<file path="src/hdl/pcamc_pkg.sv">
// package for the counter array module mode and counter block
// ----------------------------------------------------------------
// Overview of operation
// [RQ1] wide select picks 16-bit PWM, else cycle length
// [RQ2] comparator enable turns on compare against counter
// [RQ3] rising capture enable captures on positive edge
// [RQ4] falling capture enable captures on negative edge
// [RQ5] match enable sets event flag on match
// [RQ6] toggle enable inverts pin on each match
// [RQ7] toggle plus pulse width gives frequency output
// [RQ8] pulse width enable drives PWM on pin
// [RQ9] flag irq mask gates event flag interrupt
// [RQ10] watchdog locks module 2 mode register
// [RQ11] watchdog locks both counter bytes against writes
// [RQ12] counter sixteen bits, two bytes, reset zero
// [RQ13] low byte read snapshots high byte
// [RQ14] compare low write clears comparator enable
// [RQ15] compare high write sets comparator enable
// [RQ16] cycle length selects 8 to 11 bits
// [RQ17] capture loads counter and sets flag
// [RQ18] capture inputs synchronised before edge detection
// ----------------------------------------------------------------
package pcamc_pkg;
    localparam int unsigned NUM_MOD = 3;
    localparam int unsigned WD_MOD = 2;
    localparam int unsigned IDX_W = 8;
    localparam int unsigned ADR_W = 10;
    // register indexes; byte address is four times the index
    localparam logic [7:0] IDX_MODE0 = 8'hda;
    localparam logic [7:0] IDX_MODE1 = 8'hdb;
    localparam logic [7:0] IDX_MODE2 = 8'hdc;
    localparam logic [7:0] IDX_CNT_LO = 8'hf9;
    localparam logic [7:0] IDX_CNT_HI = 8'hfa;
    localparam logic [7:0] IDX_CMPL0 = 8'hfb;
    localparam logic [7:0] IDX_CMPH0 = 8'hfc;
    localparam logic [7:0] IDX_CMPL1 = 8'he9;
    localparam logic [7:0] IDX_CMPH1 = 8'hea;
    localparam logic [7:0] IDX_CMPL2 = 8'heb;
    localparam logic [7:0] IDX_CMPH2 = 8'hec;
    localparam logic [7:0] IDX_CYCLE = 8'hf7;
    localparam logic [7:0] IDX_ARRAY = 8'hd0;
    localparam logic [7:0] IDX_IRQ_STAT = 8'hc0;
    localparam logic [7:0] IDX_IRQ_CLR = 8'hc1;
    localparam logic [7:0] IDX_IRQ_EN = 8'hc2;
    // array mode register fields
    localparam int unsigned ARR_RUN_BIT = 0;
    localparam int unsigned ARR_WD_BIT = 6;
    // cycle length field position and reset values
    localparam int unsigned CYC_LSB = 0;
    localparam logic [7:0] MODE_RST = 8'h00;
    localparam logic [7:0] ARRAY_RST = 8'h00;
    localparam logic [2:0] IRQ_EN_RST = 3'h7;
    // module mode register layout, msb first
    typedef struct packed {
        logic wide_pwm_select;
        logic comparator_enable;
        logic rising_capture_enable;
        logic falling_capture_enable;
        logic match_flag_enable;
        logic toggle_enable;
        logic pulse_width_enable;
        logic module_flag_irq_mask;
    } pcamc_mode_t;
    // one module's output pin and its enable
    typedef struct packed {
        logic level;
        logic oe;
    } pcamc_pin_t;
endpackage : pcamc_pkg

</file>
<file path="src/hdl/pcamc_top.sv">
// counter array: module modes, capture/compare, pwm, shared counter
//
// The Wishbone slave port was left to the implementer.
`timescale 1ns/100ps
module pcamc_top
    import pcamc_pkg::*;
(
    input wire logic clk_i, // 200 MHz system clock
    input wire logic rst_i, // synchronous reset, active high
    input wire logic wb_cyc_i, // wishbone cycle
    input wire logic wb_stb_i, // wishbone strobe
    input wire logic wb_we_i, // wishbone write enable
    input wire logic [ADR_W-1:0] wb_adr_i, // wishbone byte address
    input wire logic [3:0] wb_sel_i, // wishbone byte selects
    input wire logic [31:0] wb_dat_i, // wishbone write data
    output logic [31:0] wb_dat_o, // wishbone read data
    output logic wb_ack_o, // wishbone acknowledge
    input wire logic [NUM_MOD-1:0] capture_in_i, // capture input pins
    output pcamc_pin_t [NUM_MOD-1:0] module_io_pin_o, // module output pins
    output logic watchdog_expire_o, // watchdog match pulse
    output logic irq_o // level interrupt
);

    // ----------------------------------------------------------------
    // bus slave
    // ----------------------------------------------------------------
    logic ack_q;
    logic [31:0] rdat_q;
    logic req;
    logic wr;
    logic rd;
    logic [IDX_W-1:0] idx;
    logic [7:0] wbyte;

    // single-wait-state answer; a write lands at the ack edge, a read is taken in
    // its first cycle so the snapshot and the low byte come from the same count
    assign req = wb_cyc_i & wb_stb_i;
    assign wr = req & ack_q & wb_we_i & wb_sel_i[0];
    assign rd = req & ~ack_q & ~wb_we_i;
    assign idx = wb_adr_i[ADR_W-1:2];
    assign wbyte = wb_dat_i[7:0];
    assign wb_ack_o = ack_q;
    assign wb_dat_o = rdat_q;

    // compare low address of module m
    function automatic logic [7:0] cmpl_idx(input int unsigned m);
        unique case (m)
            0: cmpl_idx = IDX_CMPL0;
            1: cmpl_idx = IDX_CMPL1;
            default: cmpl_idx = IDX_CMPL2;
        endcase
    endfunction

    // compare high address of module m
    function automatic logic [7:0] cmph_idx(input int unsigned m);
        unique case (m)
            0: cmph_idx = IDX_CMPH0;
            1: cmph_idx = IDX_CMPH1;
            default: cmph_idx = IDX_CMPH2;
        endcase
    endfunction

    // mode address of module m
    function automatic logic [7:0] mode_idx(input int unsigned m);
        unique case (m)
            0: mode_idx = IDX_MODE0;
            1: mode_idx = IDX_MODE1;
            default: mode_idx = IDX_MODE2;
        endcase
    endfunction

    // ack rises one cycle after the request and drops the cycle after
    always_ff @(posedge clk_i) begin
        if (rst_i) begin
            ack_q <= 1'b0;
        end else begin
            ack_q <= req & ~ack_q;
        end
    end

    // ----------------------------------------------------------------
    // array control, counter and snapshot
    // ----------------------------------------------------------------
    logic [7:0] array_q;
    logic [1:0] cycle_len_q;
    logic [15:0] cnt_q;
    logic [7:0] snap_q;
    logic wd_on;
    logic run;

    assign wd_on = array_q[ARR_WD_BIT];
    assign run = array_q[ARR_RUN_BIT];

    // while the watchdog is on only its own enable bit is writable
    always_ff @(posedge clk_i) begin
        if (rst_i) begin
            array_q <= ARRAY_RST;
        end else if (wr && idx == IDX_ARRAY) begin
            if (wd_on) begin
                array_q[ARR_WD_BIT] <= wbyte[ARR_WD_BIT];
            end else begin
                array_q <= wbyte;
            end
        end
    end

    // shared cycle length for the narrow pwm modes
    always_ff @(posedge clk_i) begin
        if (rst_i) begin
            cycle_len_q <= 2'h0;
        end else if (wr && idx == IDX_CYCLE) begin
            cycle_len_q <= wbyte[CYC_LSB+:2]; // RQ16
        end
    end

    // counter: software write wins over counting, locked by the watchdog
    always_ff @(posedge clk_i) begin
        if (rst_i) begin
            cnt_q <= 16'h0000; // RQ12
        end else if (wr && idx == IDX_CNT_LO && !wd_on) begin
            cnt_q[7:0] <= wbyte; // RQ11
        end else if (wr && idx == IDX_CNT_HI && !wd_on) begin
            cnt_q[15:8] <= wbyte; // RQ11
        end else if (run) begin
            cnt_q <= cnt_q + 16'h0001;
        end
    end

    // reading the low byte freezes the high byte for the next read
    always_ff @(posedge clk_i) begin
        if (rst_i) begin
            snap_q <= 8'h00;
        end else if (rd && idx == IDX_CNT_LO) begin
            snap_q <= cnt_q[15:8]; // RQ13
        end
    end

    // ----------------------------------------------------------------
    // capture/compare modules
    // ----------------------------------------------------------------
    pcamc_mode_t mode_q [NUM_MOD];
    logic [15:0] cmp_q [NUM_MOD];
    logic [NUM_MOD-1:0] flag_q;
    logic [NUM_MOD-1:0] pin_q;
    logic [2:0] irq_en_q;
    logic [NUM_MOD-1:0] match_hit;

    // narrow pwm mask from the cycle length: 8, 9, 10 or 11 bits
    logic [15:0] narrow_mask;
    always_comb begin
        unique case (cycle_len_q)
            2'h0: narrow_mask = 16'h00ff;
            2'h1: narrow_mask = 16'h01ff;
            2'h2: narrow_mask = 16'h03ff;
            2'h3: narrow_mask = 16'h07ff;
        endcase
    end

    genvar g;
    generate
        for (g = 0; g < NUM_MOD; g++) begin : g_mod
            logic [2:0] sync_q;
            logic filt_q;
            logic rise;
            logic fall;
            logic cap;
            logic locked;
            logic active;
            logic pwm_lvl;

            assign locked = (g == WD_MOD) && wd_on;
            assign active = !locked;

            // three-stage synchroniser, level follows once stages 2 and 3 agree
            always_ff @(posedge clk_i) begin
                if (rst_i) begin
                    sync_q <= 3'h0;
                    filt_q <= 1'b0;
                end else begin
                    sync_q <= {sync_q[1:0], capture_in_i[g]}; // RQ18
                    if (sync_q[1] == sync_q[2]) begin
                        filt_q <= sync_q[2]; // RQ18
                    end
                end
            end

            // one capture event per filtered edge
            assign rise = (sync_q[1] == sync_q[2]) && sync_q[2] && !filt_q;
            assign fall = (sync_q[1] == sync_q[2]) && !sync_q[2] && filt_q;
            assign cap = active && ((rise && mode_q[g].rising_capture_enable) // RQ3
                || (fall && mode_q[g].falling_capture_enable)); // RQ4

            // compare only while enabled and the counter is moving
            assign match_hit[g] = mode_q[g].comparator_enable && run
                && cnt_q == cmp_q[g]; // RQ2

            // mode register: module 2's writes ignored while it is the watchdog
            always_ff @(posedge clk_i) begin
                if (rst_i) begin
                    mode_q[g] <= MODE_RST;
                end else if (wr && !locked) begin
                    if (idx == mode_idx(g)) begin
                        mode_q[g] <= wbyte; // RQ10
                    end else if (idx == cmpl_idx(g)) begin
                        mode_q[g].comparator_enable <= 1'b0; // RQ14
                    end else if (idx == cmph_idx(g)) begin
                        mode_q[g].comparator_enable <= 1'b1; // RQ15
                    end
                end
            end

            // compare value: software bytes, or counter on capture
            always_ff @(posedge clk_i) begin
                if (rst_i) begin
                    cmp_q[g] <= 16'h0000;
                end else if (wr && idx == cmpl_idx(g)) begin
                    cmp_q[g][7:0] <= wbyte;
                end else if (wr && idx == cmph_idx(g)) begin
                    cmp_q[g][15:8] <= wbyte;
                end else if (cap) begin
                    cmp_q[g] <= cnt_q; // RQ17
                end
            end

            // event flag: hardware set wins over a software clear
            always_ff @(posedge clk_i) begin
                if (rst_i) begin
                    flag_q[g] <= 1'b0;
                end else if (cap || (active && match_hit[g]
                        && mode_q[g].match_flag_enable)) begin
                    flag_q[g] <= 1'b1; // RQ5 RQ17
                end else if (wr && idx == IDX_IRQ_CLR && wbyte[g]) begin
                    flag_q[g] <= 1'b0;
                end
            end

            // pwm level: high once the counter reaches the compare value
            always_comb begin
                if (mode_q[g].wide_pwm_select) begin
                    pwm_lvl = cnt_q >= cmp_q[g]; // RQ1
                end else begin
                    pwm_lvl = (cnt_q & narrow_mask) >= (cmp_q[g] & narrow_mask); // RQ1 RQ16
                end
            end

            // output pin: frequency output, toggle, or pwm
            always_ff @(posedge clk_i) begin
                if (rst_i) begin
                    pin_q[g] <= 1'b0;
                end else if (active && mode_q[g].toggle_enable
                        && mode_q[g].pulse_width_enable) begin
                    if (mode_q[g].comparator_enable && run
                            && cnt_q[7:0] == cmp_q[g][7:0]) begin
                        pin_q[g] <= ~pin_q[g]; // RQ7
                    end
                end else if (active && mode_q[g].toggle_enable) begin
                    if (match_hit[g]) begin
                        pin_q[g] <= ~pin_q[g]; // RQ6
                    end
                end else if (active && mode_q[g].pulse_width_enable) begin
                    pin_q[g] <= pwm_lvl; // RQ8
                end
            end

            assign module_io_pin_o[g].level = pin_q[g];
            assign module_io_pin_o[g].oe = active && (mode_q[g].toggle_enable
                || mode_q[g].pulse_width_enable);
        end
    endgenerate

    // ----------------------------------------------------------------
    // interrupt and watchdog
    // ----------------------------------------------------------------

    // extra enable register, reset so the mode masks alone decide
    always_ff @(posedge clk_i) begin
        if (rst_i) begin
            irq_en_q <= IRQ_EN_RST;
        end else if (wr && idx == IDX_IRQ_EN) begin
            irq_en_q <= wbyte[2:0];
        end
    end

    // level interrupt while any unmasked flag is set
    always_comb begin
        irq_o = 1'b0;
        for (int m = 0; m < NUM_MOD; m++) begin
            if (flag_q[m] && mode_q[m].module_flag_irq_mask && irq_en_q[m]) begin
                irq_o = 1'b1; // RQ9
            end
        end
    end

    // module 2 as watchdog: pulse when the counter reaches its value
    always_ff @(posedge clk_i) begin
        if (rst_i) begin
            watchdog_expire_o <= 1'b0;
        end else begin
            watchdog_expire_o <= wd_on && run && cnt_q == cmp_q[WD_MOD]; // RQ10
        end
    end

    // ----------------------------------------------------------------
    // read data, captured in the request's first cycle
    // ----------------------------------------------------------------
    logic [7:0] rbyte;
    always_comb begin
        rbyte = 8'h00;
        for (int m = 0; m < NUM_MOD; m++) begin
            if (idx == mode_idx(m)) begin
                rbyte = mode_q[m];
            end else if (idx == cmpl_idx(m)) begin
                rbyte = cmp_q[m][7:0];
            end else if (idx == cmph_idx(m)) begin
                rbyte = cmp_q[m][15:8];
            end
        end
        unique case (idx)
            IDX_CNT_LO: rbyte = cnt_q[7:0];
            IDX_CNT_HI: rbyte = snap_q; // RQ13
            IDX_CYCLE: rbyte = {6'h00, cycle_len_q};
            IDX_ARRAY: rbyte = array_q;
            IDX_IRQ_STAT: rbyte = {5'h00, flag_q};
            IDX_IRQ_EN: rbyte = {5'h00, irq_en_q};
            default: ;
        endcase
    end

    always_ff @(posedge clk_i) begin
        if (rst_i) begin
            rdat_q <= 32'h00000000;
        end else if (req && !ack_q) begin
            rdat_q <= {24'h000000, rbyte};
        end
    end

endmodule // pcamc_top

</file>
<file path="config.mk">
export PLATFORM = sky130hd
export DESIGN_NAME = pcamc_top
export DESIGN_NICKNAME = d
export VERILOG_FILES = /design/src/hdl/pcamc_pkg.sv /design/src/hdl/pcamc_top.sv
export SDC_FILE = /design/constraint.sdc
export NUM_CORES = 1
export LEC_CHECK = 0
export BUFFER_PORTS_ARGS = -buffer_cell sky130_fd_sc_hd__buf_2
export CAP_MARGIN = 40
export CORE_MARGIN = 2
export CORE_UTILIZATION = 59
export CTS_CLUSTER_DIAMETER = 200
export DETAILED_ROUTE_END_ITERATION = 16
export PLACE_DENSITY = 0.77
export SYNTH_ARGS = -nofsm -noshare
export SYNTH_HDL_FRONTEND = slang
export SYNTH_SLANG_ARGS = --single-unit
</file>
<file path="constraint.sdc">
create_clock -name clk_i -period 2.8 [get_ports clk_i]
set_input_delay 0 -clock clk_i [delete_from_list [all_inputs] [get_ports clk_i]]
set_output_delay 0 -clock clk_i [all_outputs]
set_load 0.1 [all_outputs]
</file>
==> parameters.txt, run 1 <==
Parameter                              Value

Run status
  Outcome    complete, no violations

Clock network
  CTS tree    built
  H-Tree Level Count    4
  Clock buffer count from CTS    17
  Clk_lat worst skew    about 0.44 ns
  Quantity of gates resized following cts    0
  CTS Buffer Depth    2
  Number of sinks on the clock net    137
  Cell at the root of the clock tree    clkbuf_16
  Total of hold buffers inserted after clock tree synthesis    4
  Clock-pin slew reported for the worst setup and hold paths after clock tree synthesis    0.06 ns
  Buffer count from post-CTS setup fixing    0

Yosys
  Area share of the largest cell type after synthesis    0.236
  Async set or reset register ratio after synthesis    0
  Most used standard cell by instance count after synthesis    edfxtp_1
  Top cells by area, synth    edfxtp_1, dfxtp_1, ha_1
  Synthesized cell area    9170 um2
  Sequential-to-total area share from yosys stat    0.378
  Number of synthesized flops with an enable pin    72
  Prevailing post-synth register cell    edfxtp_1
  Commonest cells in the netlist    edfxtp_1, inv_1, dfxtp_1
  Synth warn    0
  Synth Instances    994
  Number of unique standard cell types used by synthesis    76
  Post-Synthesis Mean Instance Area    9.23 um2
  Library cell occupying the most area in the post-synthesis netlist    edfxtp_1
  Number of register bits inferred by synthesis    137

Floorplan
  Placement row count    45
  Initial standard-cell utilization of the core    0.603
  Boundary pin count    95
  Overall die width    129 um
  Core Box Area    15,200 um2
  Die extent in y    129 um
  Area of the die    16,600 um2

Detailed routing
  Total wirelength of the detailed-routed design    31,600 um
  Via density per instance    6.97
  Routed Antenna Nets    0
  Wirelength per Cell    25.5 um
  Drt pass-1 iters    5
  Via count    8,632
  DR iter-0 viols    1,174
  DRC    0

Power
  Power per standard cell area    495 nW/um2
  Highest ir drop seen on vdd    0.384 mV
  Post-layout total power    ~5.1 mW
  Leakage power    a little over 4 nW

GRT
  Maximum number of pins on one net before global-route repair    around 70
  Initial antenna violation count    0
  Total routing resource utilization after global routing    0.388
  Number of global-route vias before repair    8,035
  First-pass GRT wire length    47,300 um
  Total congestion overflow    0

STA
  Setup total negative slack    0 ns
  Maximum clock frequency    0.436 GHz
  Worst-case clock skew    0.00683 ns
  Pins Over Slew Limit    0
  Setup Viol. Count Final    0
  Final min period    2.29 ns
  Setup repair after global routing missed its margin    no
  Hold violation count in the final report    0
  PnR worst setup slack    between 0.5 and 0.6 ns
  Fin Hold WS    ~0.034 ns
  Slew at the pin closest to its max-slew limit    0.901 ns
  Worst relative slew slack    0.395
  Portion of the clock cycle consumed by the worst path in the final layout    0.819

Critical path
  Data arrival time of the critical path    2.58 ns
  Required time of the critical path    3.08 ns
  Ordered list of cells on the worst path    ha_1, a21oi_1, o21a_1, o21ai_0, a211oi_1, o32ai_1
  Crit-path slowest cell    dfxtp_1
  Maximum fanout encountered on the critical timing path    11
  Critical path start-end classification    register to register
  Worst Setup Start Kind    register
  Critical Path End Type    register
  CP max stage delay    0.74 ns

Place
  Port-buffer cells    41
  Gpl congestion    1.00
  Setup slack after placement    0.527 ns
  DPL Wire Length    22,500 um

Hold path
  Type of the most critical hold path    input pin to register

Job
  Max_cap viols    0

Cells and area
  Share of layout cells above drive strength 1    0.135
  Net total in the final layout    1,156
  Synthesis-to-layout area growth    11.6%
  Ant. Diodes    0
-- logic make-up (layout without fill, tap and decap cells) --
logic type | Yosys count | in the layout | synth area share
adder cells (fa/ha/maj) | 64 | 64 | 0.0873
AND/OR/NAND/NOR | 303 | 303 | 0.185
AO/OA/AOI/OAI | 303 | 303 | 0.242
XOR/XNOR | 5 | 5 | 0.00477
multiplexers | 21 | 21 | 0.0233
buffers and inverters | 160 | 194 | 0.0793
flip-flops | 137 | 137 | 0.378
other | 1 | 24 | 0.000409
-- final cells by class --
cell class | count | area [um2]
clock buffer | 18 | 429
clock inverter | 14 | 144
fill | 1282 | 4970
inverter | 68 | 255
multi-input combinational | 720 | 5080
sequential | 137 | 3460
tap | 188 | 235
timing repair buffer | 94 | 626
-- worst max-delay path: cells and delay by family, from the launching register on --
kind | cells | cell delay [ns]
fa+ha+maj | 1 | 0.37
compound gates | 5 | 1.03
flops | 1 | 0.74
-- layer usage --
metal / track usage / vias to the layer above / share of wire
li1: - / 3812 / -
met1: 0.506 / 4040 / 0.38
met2: 0.604 / 629 / 0.44
met3: 0.0832 / 151 / 0.12
met4: 0.214 / 0 / 0.068
met5: 0 / - / 0
-- per-stage QoR --
step,util,area [um2],instances
after floorplan,-,9260,1017
after global placement,0.633,9620,1203
after detailed placement,0.633,9620,1203
after CTS,0.673,10200,1239
after global routing,0.673,10200,1239
final,0.673,10200,1239
-- sequential cells by signal, indices dropped and copies added, names as in the netlist --
| register | flops |
|---|---|
| cmp_q | 48 |
| mode_q | 24 |
| cnt_q | 16 |
| g_mod.sync_q | 9 |
| array_q | 8 |
| snap_q | 8 |
| wb_dat_o | 8 |
| flag_q | 3 |
| g_mod.filt_q | 3 |
| irq_en_q | 3 |
| module_io_pin_o | 3 |
| cycle_len_q | 2 |
| watchdog_expire_o | 1 |
| wb_ack_o | 1 |
-- where the power goes --
part	switching (mW)	leakage [nW]	internal, mW
combinational	0.487	2.57	0.127
sequential	0.0412	1.28	2.16
clock	0.935	0.282	1.31
-- path summary, 6_finish.rpt --
path | startpoint | end | slack, ns | depth (start not counted)
worst min-delay path | wb_dat_i[1] | cycle_len_q[1] | 0.03 | 3
worst max register to register | cnt_q[5] | module_io_pin_o[1] | 0.51 | 6
worst min register to register | g_mod[2].sync_q[0] | g_mod[2].sync_q[1] | 0.45 | 1
worst max-delay path | cnt_q[5] | module_io_pin_o[1] | 0.51 | 6
-- cell usage in the layout (no fill, tap or decap), types with 16 or more instances in the layout --
master / count
edfxtp_1: 72
inv_1: 67
dfxtp_1: 65
ha_1: 64
nand2_1: 63
nor2_1: 56
a21oi_1: 52
a22o_1: 49
buf_4: 48
nand3_1: 44
buf_2: 41
o21ai_0: 36
conb_1: 24
a211oi_1: 21
mux2i_1: 18
and2_1: 17
clkbuf_16: 17
nor2b_1: 16
and3_1: 16
(Power assumes the default switching activity.)
==> run 2, diff against run 1 <==
CORE_UTILIZATION = 54   (was 59)
PLACE_DENSITY = 0.74   (was 0.77)
clock period = 2 ns   (was 2.8 ns; I/O delays follow)
==> parameters.txt, run 2 (synthesis results as in run 1) <==
Parameter                              Value

Hold path
  Number of cells traversed by the worst hold path    4 (was 3)
  Type of the most critical hold path    input pin to register (unchanged)

Detailed routing
  Total wirelength of the detailed-routed design    33,100 um (was 31,600 um)
  Wirelength per Cell    24.4 um (was 25.5 um)
  DR iter-0 viols    1,255 (was 1,174)
  Drt pass-1 iters    8 (was 5)
  DRC    0 (unchanged)
  Routed Antenna Nets    0 (unchanged)
  Via count    9,031 (was 8,632)
  Via density per instance    6.67 (was 6.97)

Cells and area
  Commonest non-fill, non-tap cell in the layout    buf_4 (was edfxtp_1)
  Filler cell count in the final layout    1,372 (was 1,282)
  Ant. Diodes    0 (unchanged)
  Registers with the most flip-flops    cmp_q (48), mode_q (24), cnt_q (16) (unchanged)
  Fin cells    1,353 (was 1,239)
  Fraction of the core area covered by cells at the end of the flow    0.664 (was 0.673)
  Largest register by flop count    cmp_q (unchanged)
  Net total in the final layout    1,238 (was 1,156)
  Share of layout cells above drive strength 1    0.222 (was 0.135)
  Flip-flop count of the largest register after layout    48 (unchanged)
  Synthesis-to-layout area growth    20.1% (was 11.6%)
  Most used cells in the layout excluding fill and tap cells    buf_4, edfxtp_1, inv_1 (was edfxtp_1, inv_1, dfxtp_1)

STA
  Fin Hold WS    0.0312 ns (was 0.0339 ns)
  Portion of the clock cycle consumed by the worst path in the final layout    0.972 (was 0.819)
  Slew at the pin closest to its max-slew limit    0.694 ns (was 0.901 ns)
  Pins Over Slew Limit    0 (unchanged)
  Setup repair after global routing missed its margin    no (unchanged)
  Hold violation count in the final report    0 (unchanged)
  PnR worst setup slack    0.0556 ns (was 0.508 ns)
  Worst-case clock skew    0.00901 ns (was 0.00683 ns)
  Setup Viol. Count Final    0 (unchanged)
  Setup total negative slack    0 ns (unchanged)
  Maximum clock frequency    0.514 GHz (was 0.436 GHz)
  Worst relative slew slack    0.537 (was 0.395)
  Final min period    1.94 ns (was 2.29 ns)

Critical path
  Cell count of the worst reg-to-reg path    8 (was 6)
  Required time of the critical path    2.32 ns (was 3.08 ns)
  Data arrival time of the critical path    2.26 ns (was 2.58 ns)
  Critical Path End Type    register (unchanged)
  Worst Setup Start Kind    register (unchanged)
  Maximum fanout encountered on the critical timing path    6 (was 11)
  Register-to-register setup slack    0.06 ns (was 0.51 ns)
  Critical path start-end classification    register to register (unchanged)

Clock network
  Clk_lat worst skew    0.44 ns (about the same)
  Clock-pin slew reported for the worst setup and hold paths after clock tree synthesis    0.06 ns (about the same)
  CTS Buffer Depth    2 (unchanged)
  CTS tree    built (unchanged)
  H-Tree Level Count    4 (unchanged)
  Clock buffer count from CTS    17 (unchanged)
  Cell at the root of the clock tree    clkbuf_16 (unchanged)
  Number of sinks on the clock net    137 (unchanged)

GRT
  First-pass GRT wire length    49,200 um (was 47,300 um)
  Number of global-route vias before repair    8,364 (was 8,035)
  Total routing resource utilization after global routing    0.370 (was 0.388)
  Maximum number of pins on one net before global-route repair    68 (unchanged)
  Initial antenna violation count    1 (was 0)
  Total congestion overflow    0 (unchanged)

Power
  Leakage power    4.58 nW (was 4.13 nW)
  Highest ir drop seen on vdd    0.627 mV (was 0.384 mV)
  Power per standard cell area    629 nW/um2 (was 495 nW/um2)

Place
  DPL Wire Length    24,100 um (was 22,500 um)
  Setup slack after placement    -0.0646 ns (was 0.527 ns)
  Gpl congestion    1.02 (was 1.00)
  Port-buffer cells    41 (unchanged)
  Number of cells in the design after placement    1,315 (was 1,203)

Floorplan
  Initial standard-cell utilization of the core    0.553 (was 0.603)
  Die extent in y    134 um (was 129 um)
  Overall die width    134 um (was 129 um)
  Core Box Area    16,600 um2 (was 15,200 um2)
  Area of the die    18,000 um2 (was 16,600 um2)
  Placement row count    47 (was 45)
  Boundary pin count    95 (unchanged)

Run status
  Outcome    complete, no violations (unchanged)

Job
  Max_cap viols    0 (unchanged)
==> run 2: changes by cell type in the layout (fill, tap and decap cells not counted), moves of 3 or more <==
cell	previous run	this run
buf_4	48	127
dfxtp_1	65	59
a211oi_1	21	16
a211oi_2	0	5
dfxtp_2	0	5
buf_12	1	5
o21ai_2	0	3
==> run 2: critical path, cell delays in order, from the launching register on <==
cell      delay (ns)
dfxtp_1         0.33
buf_4           0.18
ha_1            0.33
a21oi_1         0.15
o211ai_1        0.12
a221oi_2        0.37
buf_4           0.17
a211o_1         0.11
a31oi_1         0.07
==> run 2: through the flow <==
step                      area, um2  total power [mW]
after detailed placement      10300              4.02
after CTS                     10900              6.89
final                         11000              6.92
after global placement        10300              4.01
after floorplan                9320              3.78
after global routing          11000              7.09
==> run 2: report_power, final <==
| group | leakage, nW | switching [mW] | total, mW | internal [mW] |
|---|---|---|---|---|
| clock | 0.265 | 1.30 | 2.93 | 1.62 |
| combinational | 3.04 | 0.698 | 0.921 | 0.223 |
| sequential | 1.28 | 0.0544 | 3.08 | 3.02 |
==> run 2: final timing paths <==
path	start	endpoint
worst max-delay path	cnt_q[3]	module_io_pin_o[3]
worst min-delay path	rst_i	wb_dat_o[1]
worst max register to register	cnt_q[3]	module_io_pin_o[3]
worst min register to register	snap_q[3]	snap_q[3]
==> run 2: final cells by class <==
type / instances / area (um2) / share of cell area
multi-input cells: 720 / 5190 / 0.471
flip-flops and latches: 137 / 3470 / 0.315
repair buffers: 176 / 1290 / 0.117
clock buffers: 19 / 443 / 0.0402
well taps: 220 / 275 / 0.0250
inverters: 68 / 255 / 0.0232
clock inverters: 13 / 92.6 / 0.00841
==> run 2: per-layer routing <==
| metal | vias to the layer above | share of wire | global-route usage |
|---|---|---|---|
| met5 | - | 0 | 0 |
| met4 | 0 | 0.055 | 0.190 |
| met3 | 125 | 0.12 | 0.0850 |
| met2 | 653 | 0.43 | 0.557 |
| met1 | 4276 | 0.40 | 0.498 |
| li1 | 3977 | - | - |
==> run 2: timing repair <==
| item | 4_1_cts | 5_1_grt |
|---|---|---|
| endpoints found under the hold margin | 3 | 0 |
| resized for setup | 3 | 19 |
| setup buffers | 0 | 3 |
| hold buffers | 3 | 0 |
| endpoints found under the setup margin | 1 | 31 |
| pin swaps | 0 | 5 |
